$ cat src/rtl/cswl_pkg.sv
// Purpose: Shared constants of the status word logic.
// Assumes: 16-bit data path.
// Notes: Field positions, reset values and codes.
`default_nettype none
package cswl_pkg;
  // ==========================================
  // Widths
  localparam int CSWL_W = 16;
  localparam int CSWL_ARP_W = 3;
  localparam int CSWL_DP_W = 9;
  localparam int CSWL_PM_W = 2;
  localparam int CSWL_DIR_W = 7;
  localparam int CSWL_SHCNT_W = 4;
  localparam int CSWL_STK_DEPTH = 8;
  // ==========================================
  // Field positions
  localparam int CSWL_P0_ARP_LSB = 13;
  localparam int CSWL_P0_OV = 12;
  localparam int CSWL_P0_OVM = 11;
  localparam int CSWL_P0_GLOBAL_IRQ_MASK = 9;
  localparam int CSWL_P1_ARB_LSB = 13;
  localparam int CSWL_P1_CNF = 12;
  localparam int CSWL_P1_TC = 11;
  localparam int CSWL_P1_SXM = 10;
  localparam int CSWL_P1_C = 9;
  localparam int CSWL_P1_XF = 4;
  localparam logic [15:0] CSWL_P0_RSV_MASK = 16'h0400;
  localparam logic [15:0] CSWL_P1_RSV_MASK = 16'h01ec;
  // ==========================================
  // Reset values
  localparam logic CSWL_RST_C = 1'h1;
  localparam logic CSWL_RST_GLOBAL_IRQ_MASK = 1'h1;
  localparam logic CSWL_RST_XF = 1'h1;
  localparam logic CSWL_RST_SXM = 1'h1;
  localparam logic CSWL_RST_CNF = 1'h0;
  localparam logic CSWL_RST_OV = 1'h0;
  localparam logic CSWL_RST_OVM = 1'h0;
  localparam logic CSWL_RST_TC = 1'h0;
  localparam logic [1:0] CSWL_RST_PM = 2'h0;
  localparam logic [2:0] CSWL_RST_ARP = 3'h0;
  localparam logic [8:0] CSWL_RST_DP = 9'h000;
  // ==========================================
  // Product shift amounts
  localparam int CSWL_SH_L1 = 1;
  localparam int CSWL_SH_L4 = 4;
  localparam int CSWL_SH_R6 = 6;
  typedef enum logic [1:0] {
    CSWL_PM_NONE = 2'h0,
    CSWL_PM_L1 = 2'h1,
    CSWL_PM_L4 = 2'h2,
    CSWL_PM_R6 = 2'h3
  } cswl_pm_t;
  // Bit codes for set and clear
  typedef enum logic [2:0] {
    CSWL_BIT_OVM = 3'h0,
    CSWL_BIT_GLOBAL_IRQ_MASK = 3'h1,
    CSWL_BIT_CNF = 3'h2,
    CSWL_BIT_TC = 3'h3,
    CSWL_BIT_SXM = 3'h4,
    CSWL_BIT_C = 3'h5,
    CSWL_BIT_XF = 3'h6
  } cswl_bit_t;
endpackage : cswl_pkg
`default_nettype wire

$ cat src/rtl/cswl_mul_if.sv
// Purpose: Link between status logic and multiplier unit.
// Assumes: Same clock on both sides.
// Notes: Scaled product is combinational from flops.
`timescale 1ns/1ps
`default_nettype none
interface cswl_mul_if;
  logic [1:0] shift_sel;
  logic hold_we;
  logic [15:0] hold_d;
  logic mul_go;
  logic mul_signed;
  logic [15:0] mul_b;
  logic [31:0] product;
  logic [31:0] scaled;
  logic [15:0] hold;
  modport core (output shift_sel, hold_we, hold_d, mul_go, mul_signed, mul_b,
    input product, scaled, hold);
  modport unit (input shift_sel, hold_we, hold_d, mul_go, mul_signed, mul_b,
    output product, scaled, hold);
endinterface : cswl_mul_if
`default_nettype wire

$ cat src/rtl/cswl_status_core.sv
// Purpose: Status and control words of the core with product path and return stack.
// Assumes: Decoder gives one-cycle op strobes on clock; all inputs same domain.
// Notes: Priority in one cycle: load-status over bit ops over ALU carry/shift.
//
// Operation
// [RULE_01] Primary word: pointer, excess, saturate, mask, page
// [RULE_02] Secondary word layout; reserved bits read one
// [RULE_03] Load/store words; load keeps the mask
// [RULE_04] Set/clear touches one bit only
// [RULE_05] New pointer copies old into buffer
// [RULE_06] Secondary load copies buffer into pointer
// [RULE_07] Pointer selects register; its update sources
// [RULE_08] Carry from add carry, subtract borrow
// [RULE_09] Shift-16 add sets only, subtract clears only
// [RULE_10] Carry by shifts, bit ops, load; reset one
// [RULE_11] Map select chooses RAM space; reset zero
// [RULE_12] Direct address is page over seven bits
// [RULE_13] Mask blocks maskable only, never NMI
// [RULE_14] Mask set by reset, ack, trap
// [RULE_15] Excess latch sticky until its clears
// [RULE_16] Product register keeps full product
// [RULE_17] Product scaler, no extra cycle
// [RULE_18] Return stack sixteen wide, eight deep
// [RULE_19] Operand hold feeds multiplier and counts
// [RULE_20] Fetch and data read same cycle
// [RULE_21] Shift select codes, zero fill, reset clear
// [RULE_22] Saturate enable picks clamp or wrap
// [RULE_23] Sign extend enable; reset sets
// [RULE_24] Output flag drives pin; reset sets
// [RULE_25] Unspecified fields reset to zero
`timescale 1ns/1ps
`default_nettype none
module cswl_status_core (
  // Clock and reset
  input wire logic clock,
  input wire logic rst_b,
  // Status word transfer
  input wire logic load_status_op,
  input wire logic store_status_op,
  input wire logic status_sel,
  input wire logic [15:0] data_rd,
  output logic [15:0] status_store_data,
  output logic [15:0] status_word_primary,
  output logic [15:0] status_word_secondary,
  // Bit operations
  input wire logic bit_set_op,
  input wire logic bit_clear_op,
  input wire logic [2:0] bit_sel,
  // Pointer and page
  input wire logic indirect_ref_op,
  input wire logic aux_pointer_load_op,
  input wire logic modify_aux_op,
  input wire logic [2:0] aux_pointer_d,
  input wire logic page_load_op,
  input wire logic [8:0] page_pointer_d,
  input wire logic [15:0] instr_word,
  output logic [15:0] direct_addr,
  output logic [2:0] aux_pointer,
  // ALU results
  input wire logic add_op,
  input wire logic sub_op,
  input wire logic shift16,
  input wire logic alu_cout,
  input wire logic alu_overflow,
  input wire logic shift_carry_we,
  input wire logic shift_carry_d,
  input wire logic test_flag_we,
  input wire logic test_flag_d,
  input wire logic shift_sel_we,
  input wire logic [1:0] shift_sel_d,
  // Branch and interrupts
  input wire logic cond_branch_op,
  input wire logic irq_ack_cycle,
  input wire logic trap_taken,
  input wire logic maskable_irq_pend,
  input wire logic nmi_pend,
  output logic irq_take,
  // Modes
  output logic saturate_enable,
  output logic sign_extend_enable,
  output logic ram_map_select,
  output logic general_out_flag,
  // Multiplier and hold
  input wire logic hold_we,
  input wire logic mul_go,
  input wire logic mul_signed,
  output logic [31:0] product_scaled,
  output logic [15:0] operand_hold,
  output logic [3:0] dyn_shift_count,
  // Return stack
  input wire logic stack_push,
  input wire logic stack_pop,
  input wire logic [15:0] stack_d,
  output logic [15:0] stack_top
);
  typedef struct packed {
    logic [2:0] aux_pointer;
    logic arith_excess_latch;
    logic saturate_enable;
    logic global_irq_mask;
    logic [8:0] page_pointer;
    logic [2:0] aux_pointer_prev;
    logic ram_map_select;
    logic test_flag;
    logic sign_extend_enable;
    logic carry;
    logic general_out_flag;
    logic [1:0] product_shift_sel;
    logic [15:0] store_q;
    logic irq_take;
    logic [cswl_pkg::CSWL_STK_DEPTH-1:0][15:0] stk;
  } cswl_state_t;
  cswl_state_t s_r;
  cswl_state_t s_nxt;
  logic [15:0] word0;
  logic [15:0] word1;
  logic bit_op;
  logic bit_val;
  logic arp_we;
  cswl_mul_if mb ();
  // ==========================================
  // Word assembly
  // [RULE_01] Primary layout
  always_comb begin
    word0 = cswl_pkg::CSWL_P0_RSV_MASK;
    word0[cswl_pkg::CSWL_P0_ARP_LSB +: cswl_pkg::CSWL_ARP_W] = s_r.aux_pointer;
    word0[cswl_pkg::CSWL_P0_OV] = s_r.arith_excess_latch;
    word0[cswl_pkg::CSWL_P0_OVM] = s_r.saturate_enable;
    word0[cswl_pkg::CSWL_P0_GLOBAL_IRQ_MASK] = s_r.global_irq_mask;
    word0[cswl_pkg::CSWL_DP_W-1:0] = s_r.page_pointer;
  end
  // [RULE_02] Secondary layout, reserved ones
  always_comb begin
    word1 = cswl_pkg::CSWL_P1_RSV_MASK;
    word1[cswl_pkg::CSWL_P1_ARB_LSB +: cswl_pkg::CSWL_ARP_W] = s_r.aux_pointer_prev;
    word1[cswl_pkg::CSWL_P1_CNF] = s_r.ram_map_select;
    word1[cswl_pkg::CSWL_P1_TC] = s_r.test_flag;
    word1[cswl_pkg::CSWL_P1_SXM] = s_r.sign_extend_enable;
    word1[cswl_pkg::CSWL_P1_C] = s_r.carry;
    word1[cswl_pkg::CSWL_P1_XF] = s_r.general_out_flag;
    word1[cswl_pkg::CSWL_PM_W-1:0] = s_r.product_shift_sel;
  end
  assign bit_op = bit_set_op | bit_clear_op;
  assign bit_val = bit_set_op;
  // [RULE_07] Pointer update sources
  assign arp_we = indirect_ref_op | aux_pointer_load_op | modify_aux_op;
  // ==========================================
  // Next state
  always_comb begin
    s_nxt = s_r;
    // [RULE_05] Old pointer into buffer
    if (arp_we) begin
      s_nxt.aux_pointer_prev = s_r.aux_pointer;
      s_nxt.aux_pointer = aux_pointer_d;
    end
    // [RULE_12] Page load
    if (page_load_op) begin
      s_nxt.page_pointer = page_pointer_d;
    end
    // [RULE_08] Carry after add or subtract
    // [RULE_09] Shift-16 form only sets or clears
    if (add_op | sub_op) begin
      if (!shift16) begin
        s_nxt.carry = alu_cout;
      end else if (add_op) begin
        s_nxt.carry = s_r.carry | alu_cout;
      end else begin
        s_nxt.carry = s_r.carry & alu_cout;
      end
    end
    // [RULE_10] Single-bit shift and rotate carry
    if (shift_carry_we) begin
      s_nxt.carry = shift_carry_d;
    end
    if (test_flag_we) begin
      s_nxt.test_flag = test_flag_d;
    end
    if (shift_sel_we) begin
      s_nxt.product_shift_sel = shift_sel_d;
    end
    // [RULE_04] One bit per set or clear
    if (bit_op) begin
      case (cswl_pkg::cswl_bit_t'(bit_sel))
        cswl_pkg::CSWL_BIT_OVM: s_nxt.saturate_enable = bit_val;
        cswl_pkg::CSWL_BIT_GLOBAL_IRQ_MASK: s_nxt.global_irq_mask = bit_val;
        cswl_pkg::CSWL_BIT_CNF: s_nxt.ram_map_select = bit_val;
        cswl_pkg::CSWL_BIT_TC: s_nxt.test_flag = bit_val;
        cswl_pkg::CSWL_BIT_SXM: s_nxt.sign_extend_enable = bit_val;
        cswl_pkg::CSWL_BIT_C: s_nxt.carry = bit_val;
        cswl_pkg::CSWL_BIT_XF: s_nxt.general_out_flag = bit_val;
        default: s_nxt.carry = s_nxt.carry;
      endcase
    end
    // [RULE_03] Load-status, mask untouched
    if (load_status_op && !status_sel) begin
      s_nxt.aux_pointer = data_rd[cswl_pkg::CSWL_P0_ARP_LSB +: cswl_pkg::CSWL_ARP_W];
      s_nxt.arith_excess_latch = data_rd[cswl_pkg::CSWL_P0_OV];
      s_nxt.saturate_enable = data_rd[cswl_pkg::CSWL_P0_OVM];
      s_nxt.page_pointer = data_rd[cswl_pkg::CSWL_DP_W-1:0];
    end
    // [RULE_06] Buffer value also into pointer
    if (load_status_op && status_sel) begin
      s_nxt.aux_pointer_prev = data_rd[cswl_pkg::CSWL_P1_ARB_LSB +: cswl_pkg::CSWL_ARP_W];
      s_nxt.aux_pointer = data_rd[cswl_pkg::CSWL_P1_ARB_LSB +: cswl_pkg::CSWL_ARP_W];
      s_nxt.ram_map_select = data_rd[cswl_pkg::CSWL_P1_CNF];
      s_nxt.test_flag = data_rd[cswl_pkg::CSWL_P1_TC];
      s_nxt.sign_extend_enable = data_rd[cswl_pkg::CSWL_P1_SXM];
      s_nxt.carry = data_rd[cswl_pkg::CSWL_P1_C];
      s_nxt.general_out_flag = data_rd[cswl_pkg::CSWL_P1_XF];
      s_nxt.product_shift_sel = data_rd[cswl_pkg::CSWL_PM_W-1:0];
    end
    // [RULE_15] Sticky excess; a new event beats its clear
    if (cond_branch_op) begin
      s_nxt.arith_excess_latch = 1'h0;
    end
    if (alu_overflow) begin
      s_nxt.arith_excess_latch = 1'h1;
    end
    // [RULE_14] Ack and trap force the mask, over a clear
    if (irq_ack_cycle | trap_taken) begin
      s_nxt.global_irq_mask = 1'h1;
    end
    // [RULE_13] Mask gates only the maskable request
    s_nxt.irq_take = (maskable_irq_pend & ~s_r.global_irq_mask) | nmi_pend;
    if (store_status_op) begin
      s_nxt.store_q = status_sel ? word1 : word0;
    end
    // [RULE_18] Eight-deep shift stack; bottom repeats on pop
    if (stack_push) begin
      s_nxt.stk[0] = stack_d;
      for (int i = 1; i < cswl_pkg::CSWL_STK_DEPTH; i++) begin
        s_nxt.stk[i] = s_r.stk[i-1];
      end
    end else if (stack_pop) begin
      for (int i = 0; i < cswl_pkg::CSWL_STK_DEPTH - 1; i++) begin
        s_nxt.stk[i] = s_r.stk[i+1];
      end
    end
  end
  // ==========================================
  // State register
  // [RULE_25] Unspecified fields clear
  always_ff @(posedge clock) begin
    if (!rst_b) begin
      s_r <= '0;
      s_r.arith_excess_latch <= cswl_pkg::CSWL_RST_OV;
      s_r.saturate_enable <= cswl_pkg::CSWL_RST_OVM;
      s_r.test_flag <= cswl_pkg::CSWL_RST_TC;
      s_r.aux_pointer <= cswl_pkg::CSWL_RST_ARP;
      s_r.aux_pointer_prev <= cswl_pkg::CSWL_RST_ARP;
      s_r.page_pointer <= cswl_pkg::CSWL_RST_DP;
      // [RULE_10] Carry reset one
      s_r.carry <= cswl_pkg::CSWL_RST_C;
      // [RULE_14] Mask set by reset
      s_r.global_irq_mask <= cswl_pkg::CSWL_RST_GLOBAL_IRQ_MASK;
      // [RULE_11] Map select cleared
      s_r.ram_map_select <= cswl_pkg::CSWL_RST_CNF;
      // [RULE_23] Sign extend set
      s_r.sign_extend_enable <= cswl_pkg::CSWL_RST_SXM;
      // [RULE_24] Output flag set
      s_r.general_out_flag <= cswl_pkg::CSWL_RST_XF;
      // [RULE_21] Shift select cleared
      s_r.product_shift_sel <= cswl_pkg::CSWL_RST_PM;
    end else begin
      s_r <= s_nxt;
    end
  end
  // ==========================================
  // Multiplier unit
  // [RULE_20] Data read path apart from fetch path
  assign mb.shift_sel = s_r.product_shift_sel;
  assign mb.hold_we = hold_we;
  assign mb.hold_d = data_rd;
  assign mb.mul_go = mul_go;
  assign mb.mul_signed = mul_signed;
  assign mb.mul_b = data_rd;
  cswl_mul_unit u_mul (
    .clock(clock),
    .rst_b(rst_b),
    .mb(mb)
  );
  // ==========================================
  // Outputs
  // Scaled product stays combinational so the ALU sees it the same cycle
  assign product_scaled = mb.scaled;
  assign operand_hold = mb.hold;
  // [RULE_19] Shift count and bit position from hold
  assign dyn_shift_count = mb.hold[cswl_pkg::CSWL_SHCNT_W-1:0];
  // [RULE_12] Page over low instruction bits
  assign direct_addr = {s_r.page_pointer, instr_word[cswl_pkg::CSWL_DIR_W-1:0]};
  assign status_word_primary = word0;
  assign status_word_secondary = word1;
  assign status_store_data = s_r.store_q;
  assign aux_pointer = s_r.aux_pointer;
  assign irq_take = s_r.irq_take;
  // [RULE_22] Saturate mode to accumulator
  assign saturate_enable = s_r.saturate_enable;
  assign sign_extend_enable = s_r.sign_extend_enable;
  // [RULE_11] Map select to memory decode
  assign ram_map_select = s_r.ram_map_select;
  // [RULE_24] Output pin straight from flag
  assign general_out_flag = s_r.general_out_flag;
  assign stack_top = s_r.stk[0];

  logic carry_alu_only;
  assign carry_alu_only = !load_status_op && !shift_carry_we && !bit_op;
endmodule : cswl_status_core
`default_nettype wire

$ cat src/rtl/cswl_mul_unit.sv
// Purpose: Operand hold, product register and product scaler.
// Assumes: Strobes from the status logic, one per cycle.
// Notes: Scaler sits after the register, no added cycle.
`timescale 1ns/1ps
`default_nettype none
module cswl_mul_unit (
  // Clock and reset
  input wire logic clock,
  input wire logic rst_b,
  // Core side
  cswl_mul_if.unit mb
);
  typedef struct packed {
    logic [31:0] product;
    logic [15:0] hold;
  } cswl_mu_t;
  cswl_mu_t s_r;
  cswl_mu_t s_nxt;
  logic signed [16:0] a_x;
  logic signed [16:0] b_x;
  logic signed [33:0] prod_x;
  // ==========================================
  // Next state
  always_comb begin
    s_nxt = s_r;
    a_x = {mb.mul_signed & s_r.hold[15], s_r.hold};
    b_x = {mb.mul_signed & mb.mul_b[15], mb.mul_b};
    prod_x = a_x * b_x;
    if (mb.hold_we) begin
      s_nxt.hold = mb.hold_d;
    end
    // [RULE_16] Full product capture
    if (mb.mul_go) begin
      s_nxt.product = prod_x[31:0];
    end
  end
  always_ff @(posedge clock) begin
    if (!rst_b) begin
      s_r <= '0;
    end else begin
      s_r <= s_nxt;
    end
  end
  // ==========================================
  // Scaler
  // [RULE_17] Shift on the way out
  // [RULE_21] Zero fill left, sign fill right
  always_comb begin
    unique case (cswl_pkg::cswl_pm_t'(mb.shift_sel))
      cswl_pkg::CSWL_PM_NONE: mb.scaled = s_r.product;
      cswl_pkg::CSWL_PM_L1: mb.scaled = s_r.product << cswl_pkg::CSWL_SH_L1;
      cswl_pkg::CSWL_PM_L4: mb.scaled = s_r.product << cswl_pkg::CSWL_SH_L4;
      cswl_pkg::CSWL_PM_R6: mb.scaled = 32'($signed(s_r.product) >>> cswl_pkg::CSWL_SH_R6);
    endcase
  end
  assign mb.product = s_r.product;
  // [RULE_19] Hold supplies one multiplier operand
  assign mb.hold = s_r.hold;
endmodule : cswl_mul_unit
`default_nettype wire

$ cat config.mk
export PLATFORM = sky130hd
export DESIGN_NAME = cswl_status_core
export DESIGN_NICKNAME = d
export VERILOG_FILES = /design/src/rtl/cswl_pkg.sv /design/src/rtl/cswl_mul_if.sv /design/src/rtl/cswl_status_core.sv /design/src/rtl/cswl_mul_unit.sv
export SDC_FILE = /design/constraint.sdc
export NUM_CORES = 1
export LEC_CHECK = 0
export BUFFER_PORTS_ARGS = -buffer_cell sky130_fd_sc_hd__buf_4
export CORE_ASPECT_RATIO = 0.9
export CORE_MARGIN = 2
export CORE_UTILIZATION = 45
export DETAILED_ROUTE_END_ITERATION = 16
export SLEW_MARGIN = 10
export SYNTH_ARGS = -nofsm -noshare
export SYNTH_HDL_FRONTEND = slang
export SYNTH_SLANG_ARGS = --single-unit
$ cat constraint.sdc
create_clock -name clock -period 14.5 [get_ports clock]
set_clock_uncertainty 0.05 [all_clocks]
set_input_delay 2.175 -clock clock [delete_from_list [all_inputs] [get_ports clock]]
set_output_delay 2.175 -clock clock [all_outputs]
set_load 0.03 [all_outputs]
==> impl_metrics.yaml, run 1 <==
global_routing:
  use_met2: 0.385
  grt_pass1_vias: 16600
  antenna_found_initial: 0
  grt_use_met1: 0.268
  grt_max_degree: 122
  gr-usage-met3: 0.0288
  grt_pass1_wl_um: 84000
  top_usage_layer: "met2"
  gr-total-overflow: 0
  grt_use_total: 0.214
route:
  ant_nets: 0
  wl_um: 50200
  wl_per_cell_um: 16.6
  route.detailed.drc: 0
  num_vias: 15700
  avgViaCountPerCell: 5.17
  first_iter_violations: 648
  first_pass_iters: 4
yosys:
  ys_warn_count: 0
  synth_top_area_share: 0.267
  async_flop_share: 0
  ys_seq_area_frac: 0.207
  postSynthAreaPerCell_um2: 8.88
  synth_edf_count: 0
  yosysTopAreaCell: "fa_1"
  synthTopCellsByArea: "fa_1 27%, dfxtp_1 21%, mux2i_1 8.8%, nor2_1 6.0%, inv_1 5.9%"
  ys_ff_latch: 218
  synthCells: 2377
  synth_ff_type: "dfxtp_1"
  synth.distinct_cells: 61
  synth_area_um2: 21100
clock_tree:
  root_buffer: "clkbuf_16"
  post_cts_buffers: 0
  cts.htree.levels: 1
  clock_latency_ns: 0.56
  cts_sinks: 218
  cts_tree: "built"
  cts_hold_buf: 0
  clk_path_buf_depth: 3
  cts_buffers: 26
  cts_resized: 0
  clk_pin_slew_ns: 0.06
setup_path:
  reg2reg_depth: 21
  critPathRequiredTime_ns: 14.85
  startpoint_type: "primary input"
  path_max_fanout: 12
  reg2reg_to: "u_mul.mb.product[28]"
  r2r_setup_slack_ns: 7.90
  critPathKind: "in -> reg"
  reg2reg_from: "u_mul.mb.hold[13]"
  worstPathArrival_ns: 8.15
  endpoint_kind: "flop"
floorplanning:
  ios: 236
  die_h_um: 209
  core_area_um2: 46500
  die_area_um2: 48700
  start_util: 0.455
  die_w_um: 232
  std_cell_rows: 75
sta:
  slew_violations: 0
  finalCritPeriodShare: 0.538
  worstMarginPinSlew_ns: 1.10
  finalHoldViolations: 0
  hold_ws_ns: 0.435
  fmax_ghz: 0.128
  maxSlewHeadroom: 0.269
  rsz0062_at_grt: "no"
  setup_viol: 0
  period_needed_ns: 7.80
  setup_tns_ns: 0
power:
  p_leak_nw: 11.2
  switchingPower_mw: 1.18
  intPower_mw: 1.65
  p_per_area_nw_per_um2: 122
  swShare: 0.417
  seqPwrFrac: 0.251
  clkPwrFrac: 0.239
  vdd_drop_max_uv: 90.2
  comb_power_share: 0.510
layout:
  instances_no_fill: 3027
  drive_above_1_share: 0.124
  antenna_cells: 0
  area_delta_synth_final_pct: 9.90
  nets: 2853
min_path:
  hold_depth: 2
  hold_start: "status_store_data[9]"
  hp-class: "reg -> reg"
  worstHoldEndpoint: "status_store_data[9]"
flow_run:
  maxCapViolations: 0
placed_design:
  hpwl_um: 37300
  dp.cells: 2981
  port_buffers: 205
  place.gp.congestion: 0.817
outcome:
  outcome: "finished clean"
[placed cells by master, fill, tap and decap left out, types with 9 or more instances in the layout]
cell type | Yosys | routed
nor2_1 | 336 | 336
mux2i_1 | 186 | 186
a21o_1 | 13 | 13
xnor2_1 | 27 | 27
a31oi_1 | 9 | 9
clkbuf_8 | 0 | 9
fa_1 | 282 | 282
o21ai_0 | 28 | 28
and3_1 | 14 | 14
buf_4 | 87 | 210
nand3_1 | 23 | 23
clkbuf_16 | 0 | 26
a21oi_1 | 148 | 148
nand2_1 | 161 | 161
inv_1 | 330 | 330
a211oi_1 | 26 | 26
ha_1 | 82 | 82
and2_1 | 130 | 130
mux4_2 | 27 | 27
dfxtp_1 | 218 | 217
nand2b_1 | 15 | 15
[cell type report]
cell class | instances | area (µm²)
fill | 4350 | 23200
multi-input combinational | 1604 | 14300
sequential | 218 | 4370
timing repair buffer | 212 | 1600
inverter | 331 | 1250
clock buffer | 39 | 790
tap | 616 | 771
clock inverter | 7 | 103
[cells by family (layout without fill, tap and decap cells)]
kind of cell,Yosys count,count (layout),synth area share
DFF,218,218,0.207
buffers and inverters,561,589,0.116
muxes,213,213,0.117
adders and majority gates,364,364,0.316
other,1,7,0.000178
xor gates and xnor gates,35,35,0.0145
AOI/OAI and AO/OA,268,268,0.0769
and+or+nand+nor,717,717,0.153
[per-stage QoR]
step | worst slack, ns | utilization | power (mW) | instance area, µm²
after detailed placement | 6.16 | 0.480 | 2.17 | 22300
after global placement | 6.18 | 0.480 | 2.16 | 22300
after floorplan | 6.74 | - | 1.80 | 21100
after global routing | 6.39 | 0.500 | 3.07 | 23200
final | 6.70 | 0.500 | 2.83 | 23200
after CTS | 6.72 | 0.500 | 2.87 | 23200
[registers in the layout (all words and copies together) (netlist names)]
signal / count
aux_pointer: 3
direct_addr: 9
general_out_flag: 1
irq_take: 1
mb.shift_sel: 2
ram_map_select: 1
s_r: 112
saturate_enable: 1
sign_extend_enable: 1
stack_top: 16
status_store_data: 16
status_word_primary: 2
status_word_secondary: 5
u_mul.mb.hold: 16
u_mul.mb.product: 32
[cells in the mapped netlist, types with 4 or more instances]
master      n
xnor2_1    27
a211o_1     4
fa_1      282
dfxtp_1   218
o21ai_0    28
nand2b_1   15
or2_2       6
a31oi_1     9
mux2i_1   186
and3_1     14
nand2_1   161
nor2_1    336
clkbuf_1  120
ha_1       82
inv_1     330
buf_1      14
xor2_1      8
a21o_1     13
nor2b_1     7
o21ai_1     4
nand3_1    23
a211oi_1   26
buf_4      87
and2_1    130
nand3b_1    7
mux4_2     27
buf_2       9
o21bai_1    5
nor3_1      8
a21oi_1   148
[power groups by stage]
stage / clock network, mW / registers, mW / logic, mW
after global routing: 0.720 / 0.717 / 1.63
after CTS: 0.696 / 0.711 / 1.46
final: 0.675 / 0.710 / 1.44
after floorplan: 0 / 0.688 / 1.11
after detailed placement: 0 / 0.724 / 1.45
after global placement: 0 / 0.722 / 1.44
[critical path, cell delays in order]
cell and delay [ns]:
buf_4 0.17, and2_0 0.31, nand2_1 0.18, inv_1 0.11
fa_1 0.62, inv_1 0.15, fa_1 0.50, inv_1 0.05
fa_1 0.48, fa_1 0.51, fa_1 0.49, inv_1 0.05
fa_1 0.47, inv_1 0.04, ha_1 0.33, a21oi_1 0.14
nand2_1 0.10, a21oi_1 0.25, o21ai_0 0.20, or2_1 0.29
a311o_1 0.36, nand4_1 0.09, a21oi_1 0.07
[worst max path at each step]
stage,from,to,slack (ns)
final,mul_signed,u_mul.mb.product[27],6.70
after CTS,mul_signed,u_mul.mb.product[27],6.72
after global routing,mul_signed,u_mul.mb.product[28],6.39
after detailed placement,mul_signed,u_mul.mb.product[27],6.16
after floorplan,data_rd[8],u_mul.mb.product[27],6.74
after global placement,mul_signed,u_mul.mb.product[27],6.18
[per-layer routing]
layer	wire [µm]	share of wire	vias to the layer above
li1	-	-	7437
met1	21200	0.42	7773
met2	25400	0.51	362
met3	2340	0.047	87
met4	1270	0.025	0
met5	0	0	-
No activity file was read; power rests on OpenSTA's default activity.
==> inputs of run 2 (changes only) <==
--- a/config.mk
+++ b/config.mk
@@ -5,11 +5,13 @@
 export SDC_FILE = /design/constraint.sdc
 export NUM_CORES = 1
 export LEC_CHECK = 0
+export ABC_AREA = 1
 export BUFFER_PORTS_ARGS = -buffer_cell sky130_fd_sc_hd__buf_4
 export CORE_ASPECT_RATIO = 0.9
 export CORE_MARGIN = 2
 export CORE_UTILIZATION = 45
 export DETAILED_ROUTE_END_ITERATION = 16
+export PLACE_DENSITY = 0.66
 export SLEW_MARGIN = 10
 export SYNTH_ARGS = -nofsm -noshare
 export SYNTH_HDL_FRONTEND = slang
==> constraint.sdc (replaced) <==
create_clock -name clock -period 6.7 [get_ports clock]
set_clock_uncertainty 0.05 [all_clocks]
set_input_delay 1.005 -clock clock [delete_from_list [all_inputs] [get_ports clock]]
set_output_delay 1.005 -clock clock [all_outputs]
set_load 0.03 [all_outputs]
==> run 2 against run 1 <==
Routed wire length up 19%. First-iteration DRC count up 93%. Critical endpoint is now u_mul.mb.product[28]. Synthesized area up 2.5%. Register-to-register slack worse by 7.3 ns. Via count up 19%. Sequential cell count unchanged. Highest routed layer is now met5. Sequential share of layout area down 0.69 points.
==> impl_metrics.yaml, run 2 <==
outcome:
  outcome: "finished clean"
global_routing:
  grt_use_total: 0.242
  grt_pass1_vias: 19100
  grt_max_degree: 101
  antenna_found_initial: 2
  gr-total-overflow: 0
  grt_pass1_wl_um: 98300
setup_path:
  cp_cell_sequence: "nand2_1 -> fa_1 -> fa_1 -> fa_1 -> inv_1 -> fa_1 -> fa_1 -> inv_1 -> fa_1 -> inv_1 -> ha_1 -> a21oi_1 -> o21ai_0 -> a21oi_1 -> nand2b_1 -> nand3_1 -> nand2_1 -> nand3_1 -> nand2_1 -> inv_1"
  endpoint_kind: "flop"
  reg2reg_to: "u_mul.mb.product[28]"
  reg2reg_depth: 20
  startpoint_type: "flop"
  path_common_cell: "fa_1"
  crit_path_max_incr_delay_ns: 0.96
  cp.buffers_inverters: 4
  cp_top_family: "adder cells"
  path_max_fanout: 19
  critPathKind: "reg -> reg"
  worstPathArrival_ns: 6.50
  critPathRequiredTime_ns: 7.10
  slowest_stage: "dfxtp_1"
  r2r_setup_slack_ns: 0.60
  reg2reg_from: "u_mul.mb.hold[4]"
clock_tree:
  clk_path_buf_depth: 3
  post_cts_buffers: 0
  cts.htree.levels: 1
  root_buffer: "clkbuf_16"
  cts_buffers: 25
  cts_hold_buf: 0
  cts_tree: "built"
  cts_resized: 0
  clock_latency_ns: 0.55
  cts_sinks: 218
  clk_pin_slew_ns: 0.06
yosys:
  postSynthAreaPerCell_um2: 7.35
  synth_area_um2: 21600
  yosysTopAreaCell: "fa_1"
  synthTopCellsByArea: "fa_1 26%, dfxtp_1 20%, inv_1 13%, nand2_1 11%, ha_1 4.7%"
  synth_most_common_cell: "inv_1"
  synth_edf_count: 0
  ys_seq_area_frac: 0.202
  ys_ff_latch: 218
  synthCells: 2944
  synth.distinct_cells: 48
  ys_warn_count: 0
  synth_top_area_share: 0.261
  async_flop_share: 0
  synth_ff_type: "dfxtp_1"
  synth_common_cells: "767 x inv_1, 653 x nand2_1, 282 x fa_1, 218 x dfxtp_1, 167 x o21ai_0"
sta:
  rsz0062_at_grt: "no"
  period_needed_ns: 6.10
  setup_viol: 0
  finalCritPeriodShare: 0.910
  fmax_ghz: 0.164
  slew_violations: 0
  worstMarginPinSlew_ns: 1.12
  hold_ws_ns: 0.419
  finalHoldViolations: 0
  maxSlewHeadroom: 0.251
  setup_tns_ns: 0
layout:
  final_cell_mix: "767 x inv_1, 653 x nand2_1, 282 x fa_1, 272 x buf_4, 218 x dfxtp_1"
  layout_commonest_cell: "inv_1"
  top_register: "s_r"
  drive_above_1_share: 0.112
  finish.utilization: 0.505
  antenna_cells: 0
  area_delta_synth_final_pct: 11.2
  nets: 3466
  largest_reg_flops: 112
min_path:
  worstHoldEndpoint: "s_r[81]"
  hp-class: "reg -> reg"
  hold_start: "s_r[97]"
  hold_depth: 2
route:
  ant_nets: 0
  first_pass_iters: 5
  first_iter_violations: 1249
  num_vias: 18700
  wl_per_cell_um: 16.4
  route.detailed.drc: 0
  avgViaCountPerCell: 5.12
  wl_um: 59900
floorplanning:
  die_h_um: 212
  core_area_um2: 47600
  ios: 236
  die_area_um2: 49900
  die_w_um: 235
  std_cell_rows: 76
  start_util: 0.454
power:
  vdd_drop_max_uv: 329
  p_per_area_nw_per_um2: 359
  p_leak_nw: 13.2
flow_run:
  maxCapViolations: 0
placed_design:
  place.gp.congestion: 0.932
  hpwl_um: 46400
  port_buffers: 205
-- run 2: logic make-up (layout without fill, tap and decap cells) --
group / Yosys count / in the layout / synth area share
xor gates and xnor gates: 13 / 13 / 0.00526
AOI/OAI and AO/OA: 485 / 485 / 0.135
DFF: 218 / 218 / 0.202
and+or+nand+nor: 846 / 846 / 0.156
buffers and inverters: 1017 / 1091 / 0.194
other: 1 / 7 / 0.000173
adders and majority gates: 364 / 364 / 0.308
-- run 2: worst max-delay path by stage --
stage	startpoint	slack [ns]	end	cells after the start
floorplan	data_rd[2]	0.48	u_mul.mb.product[22]	25
global placement	data_rd[8]	0.17	u_mul.mb.product[27]	19
detailed placement	data_rd[8]	0.11	u_mul.mb.product[27]	21
CTS	data_rd[8]	0.63	u_mul.mb.product[27]	21
global route	data_rd[8]	0.24	u_mul.mb.product[27]	21
finish	u_mul.mb.hold[4]	0.60	u_mul.mb.product[28]	20
-- run 2: final cells by class --
class	instances	area [µm²]
clock buffers	34	699
clock inverters	11	134
fillers	4633	23600
inverters	772	2900
multi-input cells	1715	13100
flip-flops and latches	218	4360
well taps	624	781
repair buffers	274	2080
-- run 2: power breakdown --
group,internal [mW],switching (mW),total (mW),leakage (nW)
Clock,0.817,0.573,1.39,0.410
Sequential,1.42,0.116,1.53,1.79
Combinational,2.10,3.62,5.72,11.0
-- run 2: metrics by stage --
step	total power, mW	setup slack (ns)	cells	instance area, µm²
after global placement	7.27	0.172	3603	23200
after global routing	9.49	0.241	3648	24100
after detailed placement	7.28	0.110	3603	23200
after floorplan	5.24	0.483	2950	21700
final	8.65	0.601	3648	24100
after CTS	8.74	0.634	3648	24100
-- run 2: per-layer routing --
layer	vias up	wire (µm)	track usage
li1	8889	-	-
met1	9038	25200	0.310
met2	625	28600	0.416
met3	133	4150	0.0421
met4	4	1940	0.0814
met5	-	27	0
-- run 2: worst reg2reg max path: cells and delay by family, from the launching register on --
| family | cells | cell delay [ns] |
|---|---|---|
| AO/OA/AOI/OAI | 3 | 0.79 |
| AND/OR/NAND/NOR | 6 | 0.70 |
| buffers and inverters | 4 | 0.19 |
| adder cells (fa/ha/maj) | 7 | 3.31 |
| flip-flops | 1 | 0.96 |
